File: config.mk
export PLATFORM = sky130hd
export DESIGN_NAME = mos_sequencer
export DESIGN_NICKNAME = d
export VERILOG_FILES = /design/src/hdl/mos_pkg.sv /design/src/hdl/mos_fifo.sv /design/src/hdl/mos_sequencer.sv
export VERILOG_INCLUDE_DIRS = /design/src /design/src/hdl
export SDC_FILE = /design/constraint.sdc
export NUM_CORES = 1
export LEC_CHECK = 0
export ABC_AREA = 1
export BUFFER_PORTS_ARGS = -buffer_cell sky130_fd_sc_hd__buf_2
export CAP_MARGIN = 20
export CORE_AREA = 2 2 137 139
export DETAILED_ROUTE_END_ITERATION = 8
export DIE_AREA = 0 0 139 141
export PLACE_DENSITY = 0.84
export SETUP_SLACK_MARGIN = 0.15
export SYNTH_ARGS = -nofsm -noshare
export SYNTH_HDL_FRONTEND = slang
export SYNTH_SLANG_ARGS = --single-unit
File: constraint.sdc
create_clock -name sys_clk -period 3.2 [get_ports sys_clk]
set_input_delay 0.64 -clock sys_clk [delete_from_list [all_inputs] [get_ports sys_clk]]
set_output_delay 0.64 -clock sys_clk [all_outputs]
set_load 0.01 [all_outputs]
File: src/hdl/mos_regs.svh
// Purpose: named constants for the management-offload sequencer
// Assumes: included by its bare name
// Notes: counter widths and command codes
`ifndef MOS_REGS_SVH
`define MOS_REGS_SVH
`define MOS_CNT_W 16
`define MOS_DATA_W 8
`define MOS_FIFO_DEPTH 16
`define MOS_CMD_W 3
`define MOS_CMD_NONE 3'h0
`define MOS_CMD_XMIT 3'h1
`define MOS_CMD_RXEN 3'h2
`define MOS_CMD_RXDIS 3'h3
`define MOS_CMD_FORCE 3'h4
`define MOS_CMD_CFG 3'h5
`define MOS_CMD_PHYRD 3'h6
`define MOS_CMD_PHYWR 3'h7
`define MOS_CFG_W 2
`define MOS_CFG_LINK 2'h0
`define MOS_CFG_ADDR 2'h1
`define MOS_CFG_MCAST 2'h2
`define MOS_CFG_UCODE 2'h3
`define MOS_PWR_W 2
`define MOS_PWR_D0 2'h0
`define MOS_ONE 16'h0001
`endif

File: src/hdl/mos_pkg.sv
// Purpose: types of the management-offload sequencer
// Assumes: nothing
// Notes: sequencer states
package mos_pkg;
    typedef enum logic [2:0] {
        MOS_IDLE = 3'b000,
        MOS_TXWAIT = 3'b001,
        MOS_TXRUN = 3'b010,
        MOS_RXSEND = 3'b011,
        MOS_RXRECL = 3'b100,
        MOS_ALERT = 3'b101
    } mos_state_type;
endpackage : mos_pkg

File: src/hdl/mos_fifo.sv
// Purpose: received management data buffer
// Assumes: one clock, synchronous active-high reset
// Notes: first-word-fall-through, valid/ready on both sides
`timescale 1ns/10ps
module mos_fifo #(
    parameter int WIDTH = 8,
    parameter int DEPTH = 16
) (
    input wire logic sys_clk,
    input wire logic rst,
    input wire logic flush,
    input wire logic [WIDTH-1:0] inData,
    input wire logic inValid,
    output logic inReady,
    output logic [WIDTH-1:0] outData,
    output logic outValid,
    input wire logic outReady
);
    localparam int AW = $clog2(DEPTH);
    logic [WIDTH-1:0] mem [DEPTH];
    logic [AW-1:0] wrPtr_r, wrPtr_nxt, rdPtr_r, rdPtr_nxt;
    logic [AW:0] count_r, count_nxt;
    logic doWr, doRd;

    assign inReady = (count_r != DEPTH[AW:0]);
    assign outValid = (count_r != '0);
    assign outData = mem[rdPtr_r];
    assign doWr = inValid && inReady && !flush;
    assign doRd = outValid && outReady && !flush;

    always_comb begin
        wrPtr_nxt = wrPtr_r + AW'(doWr);
        rdPtr_nxt = rdPtr_r + AW'(doRd);
        count_nxt = count_r + (AW+1)'(doWr) - (AW+1)'(doRd);
        if (flush) begin
            wrPtr_nxt = '0;
            rdPtr_nxt = '0;
            count_nxt = '0;
        end
    end

    always_ff @(posedge sys_clk) begin
        if (rst) begin
            wrPtr_r <= '0;
            rdPtr_r <= '0;
            count_r <= '0;
        end else begin
            wrPtr_r <= wrPtr_nxt;
            rdPtr_r <= rdPtr_nxt;
            count_r <= count_nxt;
        end
    end

    // Storage carries no reset, keeps area small
    always_ff @(posedge sys_clk) begin
        if (doWr) begin
            mem[wrPtr_r] <= inData;
        end
    end
endmodule : mos_fifo

File: src/hdl/mos_sequencer.sv
// Function
// - Command exchange starts only when no alert is pending
// - D0 forwarding only after receive enable
// - D0 packet: suspend, flag, send, count, reclaim
// - Count every received management packet
// - Transmit waits for DMA, then sets flag
// - Count DMA done, tx done, clear flag
// - Receive flow runs during managed transmit
// - Forward management-only or all filtered packets
// - Alert on power or link change
// - Forced mode held until host or alternate reset
// - Forced entry aborts traffic, discards structures
// - Host bus cycles ignored in forced mode
// - Low power: management packet stops wake matching
// - Disabled reception: wake event only if configured
// - Forced mode counts normal and management receive
// - Forced mode accepts configure and PHY access
// - Alert on packet, low power, PHY read
//
// Purpose: management-offload sequencer between controller and datapath
// Assumes: controller commands arrive as single-cycle pulses
// Notes: alert line is active low, held until controller acknowledges
`timescale 1ns/10ps
`include "mos_regs.svh"
module mos_sequencer
    import mos_pkg::*;
(
    input wire logic sys_clk,
    input wire logic rst,
    input wire logic hostBusReset,
    input wire logic alternateResetInput_n,
    input wire logic [`MOS_CMD_W-1:0] cmdCode,
    input wire logic cmdValid,
    input wire logic [`MOS_CFG_W-1:0] cfgSel,
    input wire logic rxAllFiltered,
    input wire logic wakeOnMgmt,
    input wire logic alertAck,
    input wire logic [`MOS_PWR_W-1:0] powerState,
    input wire logic linkUp,
    input wire logic txDmaBusy,
    input wire logic mgmtTxDmaDone,
    input wire logic mgmtTxDone,
    input wire logic phyReadDone,
    input wire logic pktValid,
    input wire logic pktIsMgmt,
    input wire logic pktPassFilter,
    input wire logic pktTypeII,
    input wire logic pktLast,
    input wire logic [`MOS_DATA_W-1:0] pktData,
    output logic pktReady,
    input wire logic reclaimDone,
    input wire logic ctrlReady,
    output logic [`MOS_DATA_W-1:0] ctrlData,
    output logic ctrlValid,
    output logic mgmtAlertLine_n,
    output logic mgmtRequestFlag,
    output logic forcedMgmtMode,
    output logic txSuspend,
    output logic rxSuspend,
    output logic abortTraffic,
    output logic hostBusIgnore,
    output logic txAccept,
    output logic reclaimStart,
    output logic wakeMatchStop,
    output logic pmEvent,
    output logic cfgStrobe,
    output logic [`MOS_CFG_W-1:0] cfgKind,
    output logic phyAccess,
    output logic [`MOS_PWR_W-1:0] statusPower,
    output logic statusLink,
    output logic [`MOS_CNT_W-1:0] rxMgmtCount,
    output logic [`MOS_CNT_W-1:0] txMgmtCount,
    output logic [`MOS_CNT_W-1:0] rxNormCount,
    output logic [`MOS_CNT_W-1:0] txNormCount
);
    mos_state_type state_r, state_nxt;
    logic rxEn_r, rxEn_nxt, forced_r, forced_nxt, alert_r, alert_nxt;
    logic flag_r, flag_nxt, abort_r, abort_nxt, txAcc_r, txAcc_nxt;
    logic recl_r, recl_nxt, stopWake_r, stopWake_nxt, pme_r, pme_nxt;
    logic cfgS_r, cfgS_nxt, phy_r, phy_nxt, last_r, last_nxt;
    logic [`MOS_CFG_W-1:0] cfgK_r, cfgK_nxt;
    logic [`MOS_PWR_W-1:0] pwr_r;
    logic link_r;
    logic [`MOS_CNT_W-1:0] rxM_r, rxM_nxt, txM_r, txM_nxt, rxN_r, rxN_nxt, txN_r, txN_nxt;
    logic fifoInReady, fifoValid;
    logic [`MOS_DATA_W-1:0] fifoData;
    logic lowPower, eligible, takeByte, pktEnd, fwdPkt, ctrlV_r;
    logic [`MOS_DATA_W-1:0] ctrlD_r;

    assign lowPower = (powerState != `MOS_PWR_D0);
    assign eligible = rxAllFiltered ? pktPassFilter : (pktIsMgmt && pktTypeII);
    assign fwdPkt = rxEn_r && eligible;
    assign takeByte = pktValid && pktReady;
    assign pktEnd = takeByte && pktLast;

    // Back-pressure on the packet source comes from the buffer
    mos_fifo #(.WIDTH(`MOS_DATA_W), .DEPTH(`MOS_FIFO_DEPTH)) uFifo (
        .sys_clk(sys_clk),
        .rst(rst),
        .flush(abort_r),
        .inData(pktData),
        .inValid(pktValid && fwdPkt && state_r == MOS_RXSEND),
        .inReady(fifoInReady),
        .outData(fifoData),
        .outValid(fifoValid),
        .outReady(ctrlReady || !ctrlV_r)
    );

    always_comb begin
        state_nxt = state_r;
        rxEn_nxt = rxEn_r;
        forced_nxt = forced_r;
        alert_nxt = alert_r;
        flag_nxt = flag_r;
        abort_nxt = 1'b0;
        txAcc_nxt = 1'b0;
        recl_nxt = 1'b0;
        stopWake_nxt = 1'b0;
        pme_nxt = 1'b0;
        cfgS_nxt = 1'b0;
        cfgK_nxt = cfgK_r;
        phy_nxt = 1'b0;
        last_nxt = last_r;
        rxM_nxt = rxM_r;
        txM_nxt = txM_r;
        rxN_nxt = rxN_r;
        txN_nxt = txN_r;
        if (alertAck) begin
            alert_nxt = 1'b0;
        end
        if (powerState != pwr_r || linkUp != link_r) begin
            alert_nxt = 1'b1;
        end
        if (phyReadDone) begin
            alert_nxt = 1'b1;
        end
        if (pktEnd && pktIsMgmt) begin
            rxM_nxt = rxM_r + `MOS_ONE;
            if (forced_r) begin
                rxN_nxt = rxN_r + `MOS_ONE;
            end
            if (lowPower) begin
                stopWake_nxt = 1'b1;
            end
            if (lowPower && !rxEn_r && wakeOnMgmt) begin
                pme_nxt = 1'b1;
            end
        end
        if (cmdValid && cmdCode == `MOS_CMD_RXEN) begin
            rxEn_nxt = 1'b1;
        end
        if (cmdValid && cmdCode == `MOS_CMD_RXDIS) begin
            rxEn_nxt = 1'b0;
        end
        if (forced_r && cmdValid && cmdCode == `MOS_CMD_CFG) begin
            cfgS_nxt = 1'b1;
            cfgK_nxt = cfgSel;
        end
        if (cmdValid && (cmdCode == `MOS_CMD_PHYWR ? forced_r : cmdCode == `MOS_CMD_PHYRD)
            && (forced_r || lowPower)) begin
            phy_nxt = 1'b1;
        end
        unique case (state_r)
            MOS_IDLE: begin
                // command only when no alert exchange pending
                if (cmdValid && cmdCode == `MOS_CMD_XMIT && !alert_r) begin
                    state_nxt = MOS_TXWAIT;
                end else if (pktValid && fwdPkt && !alert_r) begin
                    flag_nxt = 1'b1;
                    state_nxt = MOS_RXSEND;
                end
            end
            MOS_TXWAIT: begin
                if (!txDmaBusy) begin
                    flag_nxt = 1'b1;
                    txAcc_nxt = 1'b1;
                    state_nxt = MOS_TXRUN;
                end
            end
            MOS_TXRUN: begin
                if (mgmtTxDmaDone) begin
                    txM_nxt = txM_r + `MOS_ONE;
                end
                if (mgmtTxDone) begin
                    txN_nxt = txN_r + `MOS_ONE;
                    flag_nxt = 1'b0;
                    state_nxt = MOS_IDLE;
                end
            end
            MOS_RXSEND: begin
                if (pktEnd) begin
                    last_nxt = 1'b1;
                end
                if ((last_r || pktEnd) && !fifoValid && !ctrlV_r) begin
                    last_nxt = 1'b0;
                    recl_nxt = 1'b1;
                    alert_nxt = 1'b1;
                    state_nxt = MOS_RXRECL;
                end
            end
            MOS_RXRECL: begin
                if (reclaimDone) begin
                    flag_nxt = 1'b0;
                    state_nxt = MOS_IDLE;
                end
            end
            default: begin
                state_nxt = MOS_IDLE;
            end
        endcase
        // abort on forced entry
        // Placed after the sequence so it cancels any service in flight
        if (cmdValid && cmdCode == `MOS_CMD_FORCE && !forced_r) begin
            forced_nxt = 1'b1;
            abort_nxt = 1'b1;
            flag_nxt = 1'b0;
            txAcc_nxt = 1'b0;
            recl_nxt = 1'b0;
            last_nxt = 1'b0;
            state_nxt = MOS_IDLE;
        end
        // forced mode left only on reset inputs
        if (hostBusReset || !alternateResetInput_n) begin
            forced_nxt = 1'b0;
        end
    end

    always_ff @(posedge sys_clk) begin
        if (rst) begin
            state_r <= MOS_IDLE;
            rxEn_r <= 1'b0;
            forced_r <= 1'b0;
            alert_r <= 1'b0;
            flag_r <= 1'b0;
            abort_r <= 1'b0;
            txAcc_r <= 1'b0;
            recl_r <= 1'b0;
            stopWake_r <= 1'b0;
            pme_r <= 1'b0;
            cfgS_r <= 1'b0;
            cfgK_r <= `MOS_CFG_LINK;
            phy_r <= 1'b0;
            last_r <= 1'b0;
            pwr_r <= `MOS_PWR_D0;
            link_r <= 1'b0;
            rxM_r <= '0;
            txM_r <= '0;
            rxN_r <= '0;
            txN_r <= '0;
        end else begin
            state_r <= state_nxt;
            rxEn_r <= rxEn_nxt;
            forced_r <= forced_nxt;
            alert_r <= alert_nxt;
            flag_r <= flag_nxt;
            abort_r <= abort_nxt;
            txAcc_r <= txAcc_nxt;
            recl_r <= recl_nxt;
            stopWake_r <= stopWake_nxt;
            pme_r <= pme_nxt;
            cfgS_r <= cfgS_nxt;
            cfgK_r <= cfgK_nxt;
            phy_r <= phy_nxt;
            last_r <= last_nxt;
            pwr_r <= powerState;
            link_r <= linkUp;
            rxM_r <= rxM_nxt;
            txM_r <= txM_nxt;
            rxN_r <= rxN_nxt;
            txN_r <= txN_nxt;
        end
    end

    // Output stage to the controller, one word skid
    always_ff @(posedge sys_clk) begin
        if (rst || abort_r) begin
            ctrlV_r <= 1'b0;
            ctrlD_r <= '0;
        end else if (ctrlReady || !ctrlV_r) begin
            ctrlV_r <= fifoValid;
            ctrlD_r <= fifoData;
        end
    end

    // Packet source waits when the buffer fills in send, or in idle for a forwardable packet
    // Forwardable packet held in idle, else its first byte is lost
    assign pktReady = (state_r == MOS_RXSEND) ? fifoInReady : !(state_r == MOS_IDLE && fwdPkt);
    assign ctrlData = ctrlD_r;
    assign ctrlValid = ctrlV_r;
    assign mgmtAlertLine_n = !alert_r;
    assign mgmtRequestFlag = flag_r;
    assign forcedMgmtMode = forced_r;
    // receive suspended only for packet service
    assign rxSuspend = (state_r == MOS_RXSEND) || (state_r == MOS_RXRECL);
    assign txSuspend = flag_r;
    assign abortTraffic = abort_r;
    assign hostBusIgnore = forced_r;
    assign txAccept = txAcc_r;
    assign reclaimStart = recl_r;
    assign wakeMatchStop = stopWake_r;
    assign pmEvent = pme_r;
    assign cfgStrobe = cfgS_r;
    assign cfgKind = cfgK_r;
    assign phyAccess = phy_r;
    assign statusPower = pwr_r;
    assign statusLink = link_r;
    assign rxMgmtCount = rxM_r;
    assign txMgmtCount = txM_r;
    assign rxNormCount = rxN_r;
    assign txNormCount = txN_r;
endmodule : mos_sequencer

==> flow_summary_export.csv, run 1 <==
group,metric,value,unit
sta,fin_setup_tns,0,ns
run_status,status,"complete, no violations",
critical_path,crit_path_end_kind,"register",
pwr,ir_drop,0.000485,V
grt,grt_max_degree,66,
clocking,clk_path_buf_depth,3,
grt,grt_pass1_vias,7974,
clocking,cts.clk_slew.worst_paths,0.06,ns
floorplan,pin_count,127,
logic_synthesis,async_flop_share,0,%
logic_synthesis,synth_flop_cell,"edfxtp_1",
clocking,cts_tree,"built",
critical_path,crit_arrival,3.06,ns
sta,worstMarginPinSlew,0.907,ns
sta,rsz0062_at_grt,"false",
routing,via_count,8330,
pwr,power_density,686,mW/mm^2
clocking,htreeDepth,1,
critical_path,cp-start-kind,"register",
clocking,cts_setup_buffers,0,
logic_synthesis,yosys-mux-area-fraction,0,%
logic_synthesis,ys_ff_latch,234,
placement,gp_congestion,0.940,
sta,maxSlewViolCount,0,
placement,dp_cells,1433,
sta,max_freq,374,MHz
logic_synthesis,synthCells,1096,
grt,grt_pass1_wl,40.0,mm
critical_path,cp_max_fo,4,
routing,routed_via_density,5.64,
logic_synthesis,synth_fa_ha_area_share,1.88,%
grt,grt_usage,25.2,%
grt,antenna_found_initial,0,
logic_synthesis,ys_types,44,
routing,drt-total-wl,25.3,mm
final_layout,antenna_cells,0,
run,drv_cap,0,
pwr,pwr-share-seq,41.0,%
sta,skew,0.0168,ns
final_layout,area_growth,16.9,%
final_layout,fin_cells,1477,
logic_synthesis,syn_area,0.0104,sq mm
pwr,power.share.switching,30.4,%
clocking,cts_resized,0,
routing,routedWlPerCell,17.2,microns
clocking,cts_root_buf,"clkbuf_16",
pwr,leakage,4.67,nW
grt,grt-ovfl-total,0,
routing,final_antenna_net_count,0,
pwr,power_frac_comb,22.8,%
logic_synthesis,syn_nets,1146,
floorplan,row_count,50,
logic_synthesis,synth-simple-area-share,18.8,%
floorplan,start_util,56.8,%
clocking,insertion_delay,0.51,ns
floorplan,fp.dieArea,0.0196,sq mm
clocking,cts_buffers,25,
floorplan,die_x,139,microns
pwr,clkPwrFrac,36.2,%
routing,first_pass_iters,5,
logic_synthesis,synth_edf_count,128,
placement,dpl.hpwl,16.5,mm
pwr,power.internal,5.79,mW
floorplan,die_h,141,microns
pwr,switchingPower,2.53,mW
sta,period_share,83.6,%
sta,final_hold_viol_count,0,
logic_synthesis,yosys.area_share.xor_xnor,2.87,%
logic_synthesis,synth_area_per_cell,9.47,sq um
floorplan,core-area,0.0183,sq mm
critical_path,required,3.59,ns
final_layout,nets,1276,
placement,numPortBuffers,126,
sta,fin_crit,2.67,ns
final_layout,drive_gt1_share,16.6,%
logic_synthesis,synth-compound-area-share,12.8,%
logic_synthesis,yosysWarnings,0,
routing,drt_iter0_drc,638,
clocking,cts_num_sinks,234,
routing,drc,0,
logic_synthesis,synth_top_family_by_area,"simple AND/OR/NAND/NOR gates",
min_path,hp-class,"in -> reg",
sta,setup_viol,0,
clocking,hold_buffers,0,
pwr,totalPowerFinal,8.32,mW
logic_synthesis,ys_seq_area_share,57.5,%
sta,max-slew-margin-rel,39.5,%
critical_path,path_class,"reg -> reg",
-- metal layers --
layer	wire length [microns]	vias up	GRT usage [%]	share of wire (%)
li1	-	4012	-	-
met1	10200	3910	32.1	40
met2	12500	348	43.6	49
met3	1830	60	3.97	7.2
met4	828	0	9.52	3.3
met5	0	-	0	0
-- final timing paths --
kind | start | endpoint | slack [ns] | depth (start not counted)
worst max register to register | uFifo.count_r[2] | uFifo.count_r[4] | 0.53 | 16
worst min-delay path | txDmaBusy | txAccept | 0.30 | 2
worst max-delay path | uFifo.count_r[2] | uFifo.count_r[4] | 0.53 | 16
worst min register to register | rxNormCount[13] | rxNormCount[13] | 0.49 | 2
-- stage by stage --
stage	worst slack, ns	utilization, %	area, sq um	hold slack (ns)
2_1_floorplan	0.554	-	10400	0.474
3_3_place_gp	0.597	61.7	11300	0.459
3_5_place_dp	0.519	61.7	11300	0.477
4_1_cts	0.513	66.4	12100	0.291
5_1_grt	0.273	66.4	12100	0.309
6_report	0.526	66.4	12100	0.301
-- cells in the final DEF (no fill, tap or decap), types with 6 or more instances in the layout --
cell,n
buf_2,126
o21bai_1,32
edfxtp_1,128
nor3_1,25
nand4_1,10
xor2_1,18
inv_1,114
o221ai_1,24
ha_1,14
xnor2_1,16
o21a_1,12
o211ai_1,8
dfxtp_1,105
buf_4,18
a21oi_1,59
nor2_1,164
clkbuf_16,26
o21ai_0,70
nand2_1,130
nand3b_1,6
nand3_1,79
-- power groups by stage --
stage	combinational (mW)	clock [mW]	sequential [mW]
floorplan	1.31	0	3.46
global placement	1.80	0	3.46
detailed placement	1.87	0	3.47
CTS	1.89	3.04	3.41
global route	2.10	3.16	3.42
finish	1.90	3.01	3.41
-- cells in the mapped netlist (4+ instances only) --
master | instances | area [sq um]
a21oi_1 | 59 | 295
a31oi_1 | 5 | 31.3
buf_1 | 6 | 22.5
buf_4 | 4 | 30.0
clkbuf_1 | 27 | 101
dfxtp_1 | 106 | 2120
edfxtp_1 | 128 | 3840
ha_1 | 14 | 175
inv_1 | 114 | 428
nand2_1 | 130 | 488
nand3_1 | 79 | 395
nand3_2 | 4 | 40.0
nand3b_1 | 6 | 45.0
nand4_1 | 10 | 62.6
nor2_1 | 164 | 616
nor3_1 | 25 | 125
o211ai_1 | 8 | 60.1
o21a_1 | 12 | 90.1
o21ai_0 | 70 | 350
o21bai_1 | 32 | 240
o221ai_1 | 24 | 210
xnor2_1 | 16 | 140
xor2_1 | 18 | 158
-- flip-flops by register name, indices dropped and copies added (netlist names), 2 cells and up --
| name | count |
|---|---|
| uFifo.mem | 128 |
| rxMgmtCount | 16 |
| rxNormCount | 16 |
| txMgmtCount | 16 |
| txNormCount | 16 |
| ctrlData | 8 |
| uFifo.count_r | 5 |
| uFifo.rdPtr_r | 4 |
| uFifo.wrPtr_r | 4 |
| state_r | 3 |
| cfgKind | 2 |
| statusPower | 2 |
-- cells by family (layout without fill, tap and decap cells) --
family,after synthesis,after routing
flops,234,234
fa+ha+maj,15,15
simple gates,437,437
xor+xnor,34,34
compound gates,216,216
buf+inv,160,307
-- layout make-up --
type	count	area (sq um)
Fill cell	1406	6140
Sequential cell	234	5970
Inverter	118	443
Clock buffer	30	686
Tap cell	234	293
Timing Repair Buffer	145	786
Multi-Input combinational cell	702	3780
Clock inverter	14	176
-- critical path, stage by stage, from the launching register on --
cell      delay, ns
dfxtp_1        0.32
inv_1          0.09
ha_1           0.16
nand2_1        0.05
nor2_1         0.23
nand2_1        0.12
nand3_1        0.08
inv_1          0.05
ha_1           0.27
inv_1          0.07
ha_1           0.16
inv_1          0.05
fa_1           0.40
nor3_1         0.19
a211oi_1       0.08
o21ai_0        0.16
a21oi_1        0.05
No activity file was read; power rests on OpenSTA's default activity.
==> inputs of run 2 (changes only) <==
Settings changed: CORE_AREA 2 2 137 139 to 2 2 145 147, DIE_AREA 0 0 139 141 to 0 0 147 149, PLACE_DENSITY 0.84 to 0.79.
Clock period 3.2 ns to 2.15 ns, I/O delays scaled along.
==> flow_summary_export.csv, run 2 (synthesis results as in run 1) <==
group,metric,value,unit
clocking,htreeDepth,1,
pwr,leakage,5.08,nW
final_layout,fin_cells,1583,
clocking,cts.clk_slew.worst_paths,0.07,ns
critical_path,cpMaxStageDelayCell,"fa_2",
floorplan,core-area,0.0206,sq mm
grt,grt_usage,23.5,%
routing,first_pass_iters,5,
final_layout,fin_area,0.0135,sq mm
floorplan,die_x,147,microns
run,drv_cap,0,
min_path,holdCritStartpoint,"txDmaBusy",
final_layout,largest_reg_flops,128,
sta,max-slew-margin-rel,57.8,%
clocking,clk_path_buf_depth,3,
critical_path,cp_max_fo,3,
sta,max_freq,423,MHz
run_status,status,"finished, violations left",
sta,skew,0.0151,ns
clocking,hold_buffers,0,
sta,fin_ws,-0.211,ns
pwr,power_density,995,mW/mm^2
placement,placed_area,0.0117,sq mm
clocking,cts_num_sinks,234,
placement,dp_cells,1507,
final_layout,fillers,1506,
final_layout,final_cell_mix,"nor2_1, edfxtp_1, buf_2",
critical_path,regToRegStartpoint,"uFifo.count_r[2]",
critical_path,worstSetupStartpoint,"uFifo.count_r[2]",
grt,antenna_found_initial,3,
critical_path,r2r_cells,14,
floorplan,fp.dieArea,0.0219,sq mm
sta,final_hold_viol_count,0,
routing,drc,0,
final_layout,area_growth,29.8,%
grt,grt-ovfl-total,0,
sta,maxSlewViolCount,0,
critical_path,path_class,"reg -> reg",
routing,routedWlPerCell,17.7,microns
floorplan,die_h,149,microns
min_path,hp-class,"in -> reg",
placement,dpl.hpwl,17.2,mm
placement,pre_cts_slack,-0.171,ns
critical_path,cp-start-kind,"register",
routing,drt-total-wl,28.0,mm
sta,fin_crit,2.36,ns
min_path,whs_path_depth,2,
grt,grt_pass1_wl,41.1,mm
clocking,cts_root_buf,"clkbuf_16",
floorplan,row_count,53,
sta,rsz0062_at_grt,"true",
sta,period_share,110,%
routing,via_count,8839,
final_layout,multi_input_area,0.00434,sq mm
pwr,ir_drop,0.000536,V
critical_path,crit_arrival,2.76,ns
placement,numPortBuffers,126,
run_status,violations,"setup timing",
final_layout,largest_register,"uFifo.mem",
critical_path,path_cells,"inv_2 -> ha_4 -> nand2_4 -> nor2_4 -> buf_6 -> buf_6 -> a211oi_4 -> ha_4 -> inv_2 -> fa_2 -> nor3_2 -> a211oi_2 -> o21ai_1 -> a21oi_1",
critical_path,required,2.55,ns
critical_path,crit_path_end_kind,"register",
routing,final_antenna_net_count,0,
final_layout,drive_gt1_share,27.6,%
clocking,cts_tree,"built",
final_layout,register_area,0.00597,sq mm
grt,grt_max_degree,67,
final_layout,mostFrequentLayoutCell,"nor2_1",
pwr,totalPowerFinal,13.4,mW
floorplan,pin_count,127,
sta,setup_viol,134,
sta,worstMarginPinSlew,0.633,ns
clocking,cts_buffers,26,
sta,fin_setup_tns,-12.36,ns
critical_path,cpPeakStageDelay,0.40,ns
floorplan,start_util,50.5,%
clocking,insertion_delay,0.52,ns
final_layout,nets,1336,
placement,gp_congestion,0.907,
routing,routed_via_density,5.58,
grt,grt_pass1_vias,8179,
routing,drt_iter0_drc,676,
## run 2: final cells by class
| class | count | share of cell area [%] |
|---|---|---|
| Antenna cell | 2 | 0.0372 |
| Inverter | 118 | 3.32 |
| Clock inverter | 18 | 1.90 |
| Clock buffer | 30 | 5.10 |
| Tap cell | 275 | 2.55 |
| Sequential cell | 234 | 44.3 |
| Multi-Input combinational cell | 704 | 32.2 |
| Timing Repair Buffer | 202 | 10.6 |
## run 2: metal layers
metal  GRT usage, %  share of wire [%]
met1           28.4                 38
met2           41.2                 51
met3           4.28                6.9
met4           10.6                4.2
met5              0              0.054
## run 2: final timing paths
path                            to  slack [ns]
hold reg to reg    rxMgmtCount[15]        0.49
hold / removal            txAccept         0.1
setup reg to reg  uFifo.count_r[4]       -0.21
setup / recovery  uFifo.count_r[4]       -0.21
## run 2: stage by stage
| stage | hold slack [ns] | util [%] |
|---|---|---|
| global placement | 0.463 | 56.7 |
| detailed placement | 0.481 | 56.7 |
| global route | 0.0824 | 65.5 |
| floorplan | 0.474 | - |
| finish | 0.0988 | 65.5 |
| CTS | 0.0845 | 62.2 |
## run 2: power breakdown
| group | internal (mW) | switching, mW | total [mW] |
|---|---|---|---|
| logic | 1.40 | 2.15 | 3.54 |
| registers | 4.90 | 0.131 | 5.03 |
| clock network | 3.02 | 1.80 | 4.82 |
## run 2: repair_timing
| action | in CTS | in global routing |
|---|---|---|
| buffers inserted | 6 | 18 |
| gates resized for setup | 34 | 123 |
| pin swaps | 12 | 42 |
| setup endpoints to repair | 133 | 175 |
| gates cloned | 0 | 2 |
## run 2: worst max-delay path, delay by kind of cell, from the launching register on
| family | cells | cell delay, ns |
|---|---|---|
| adder cells (fa/ha/maj) | 3 | 0.75 |
| AO/OA/AOI/OAI | 4 | 0.52 |
| flip-flops | 1 | 0.34 |
| buffers and inverters | 4 | 0.32 |
| AND/OR/NAND/NOR | 3 | 0.31 |
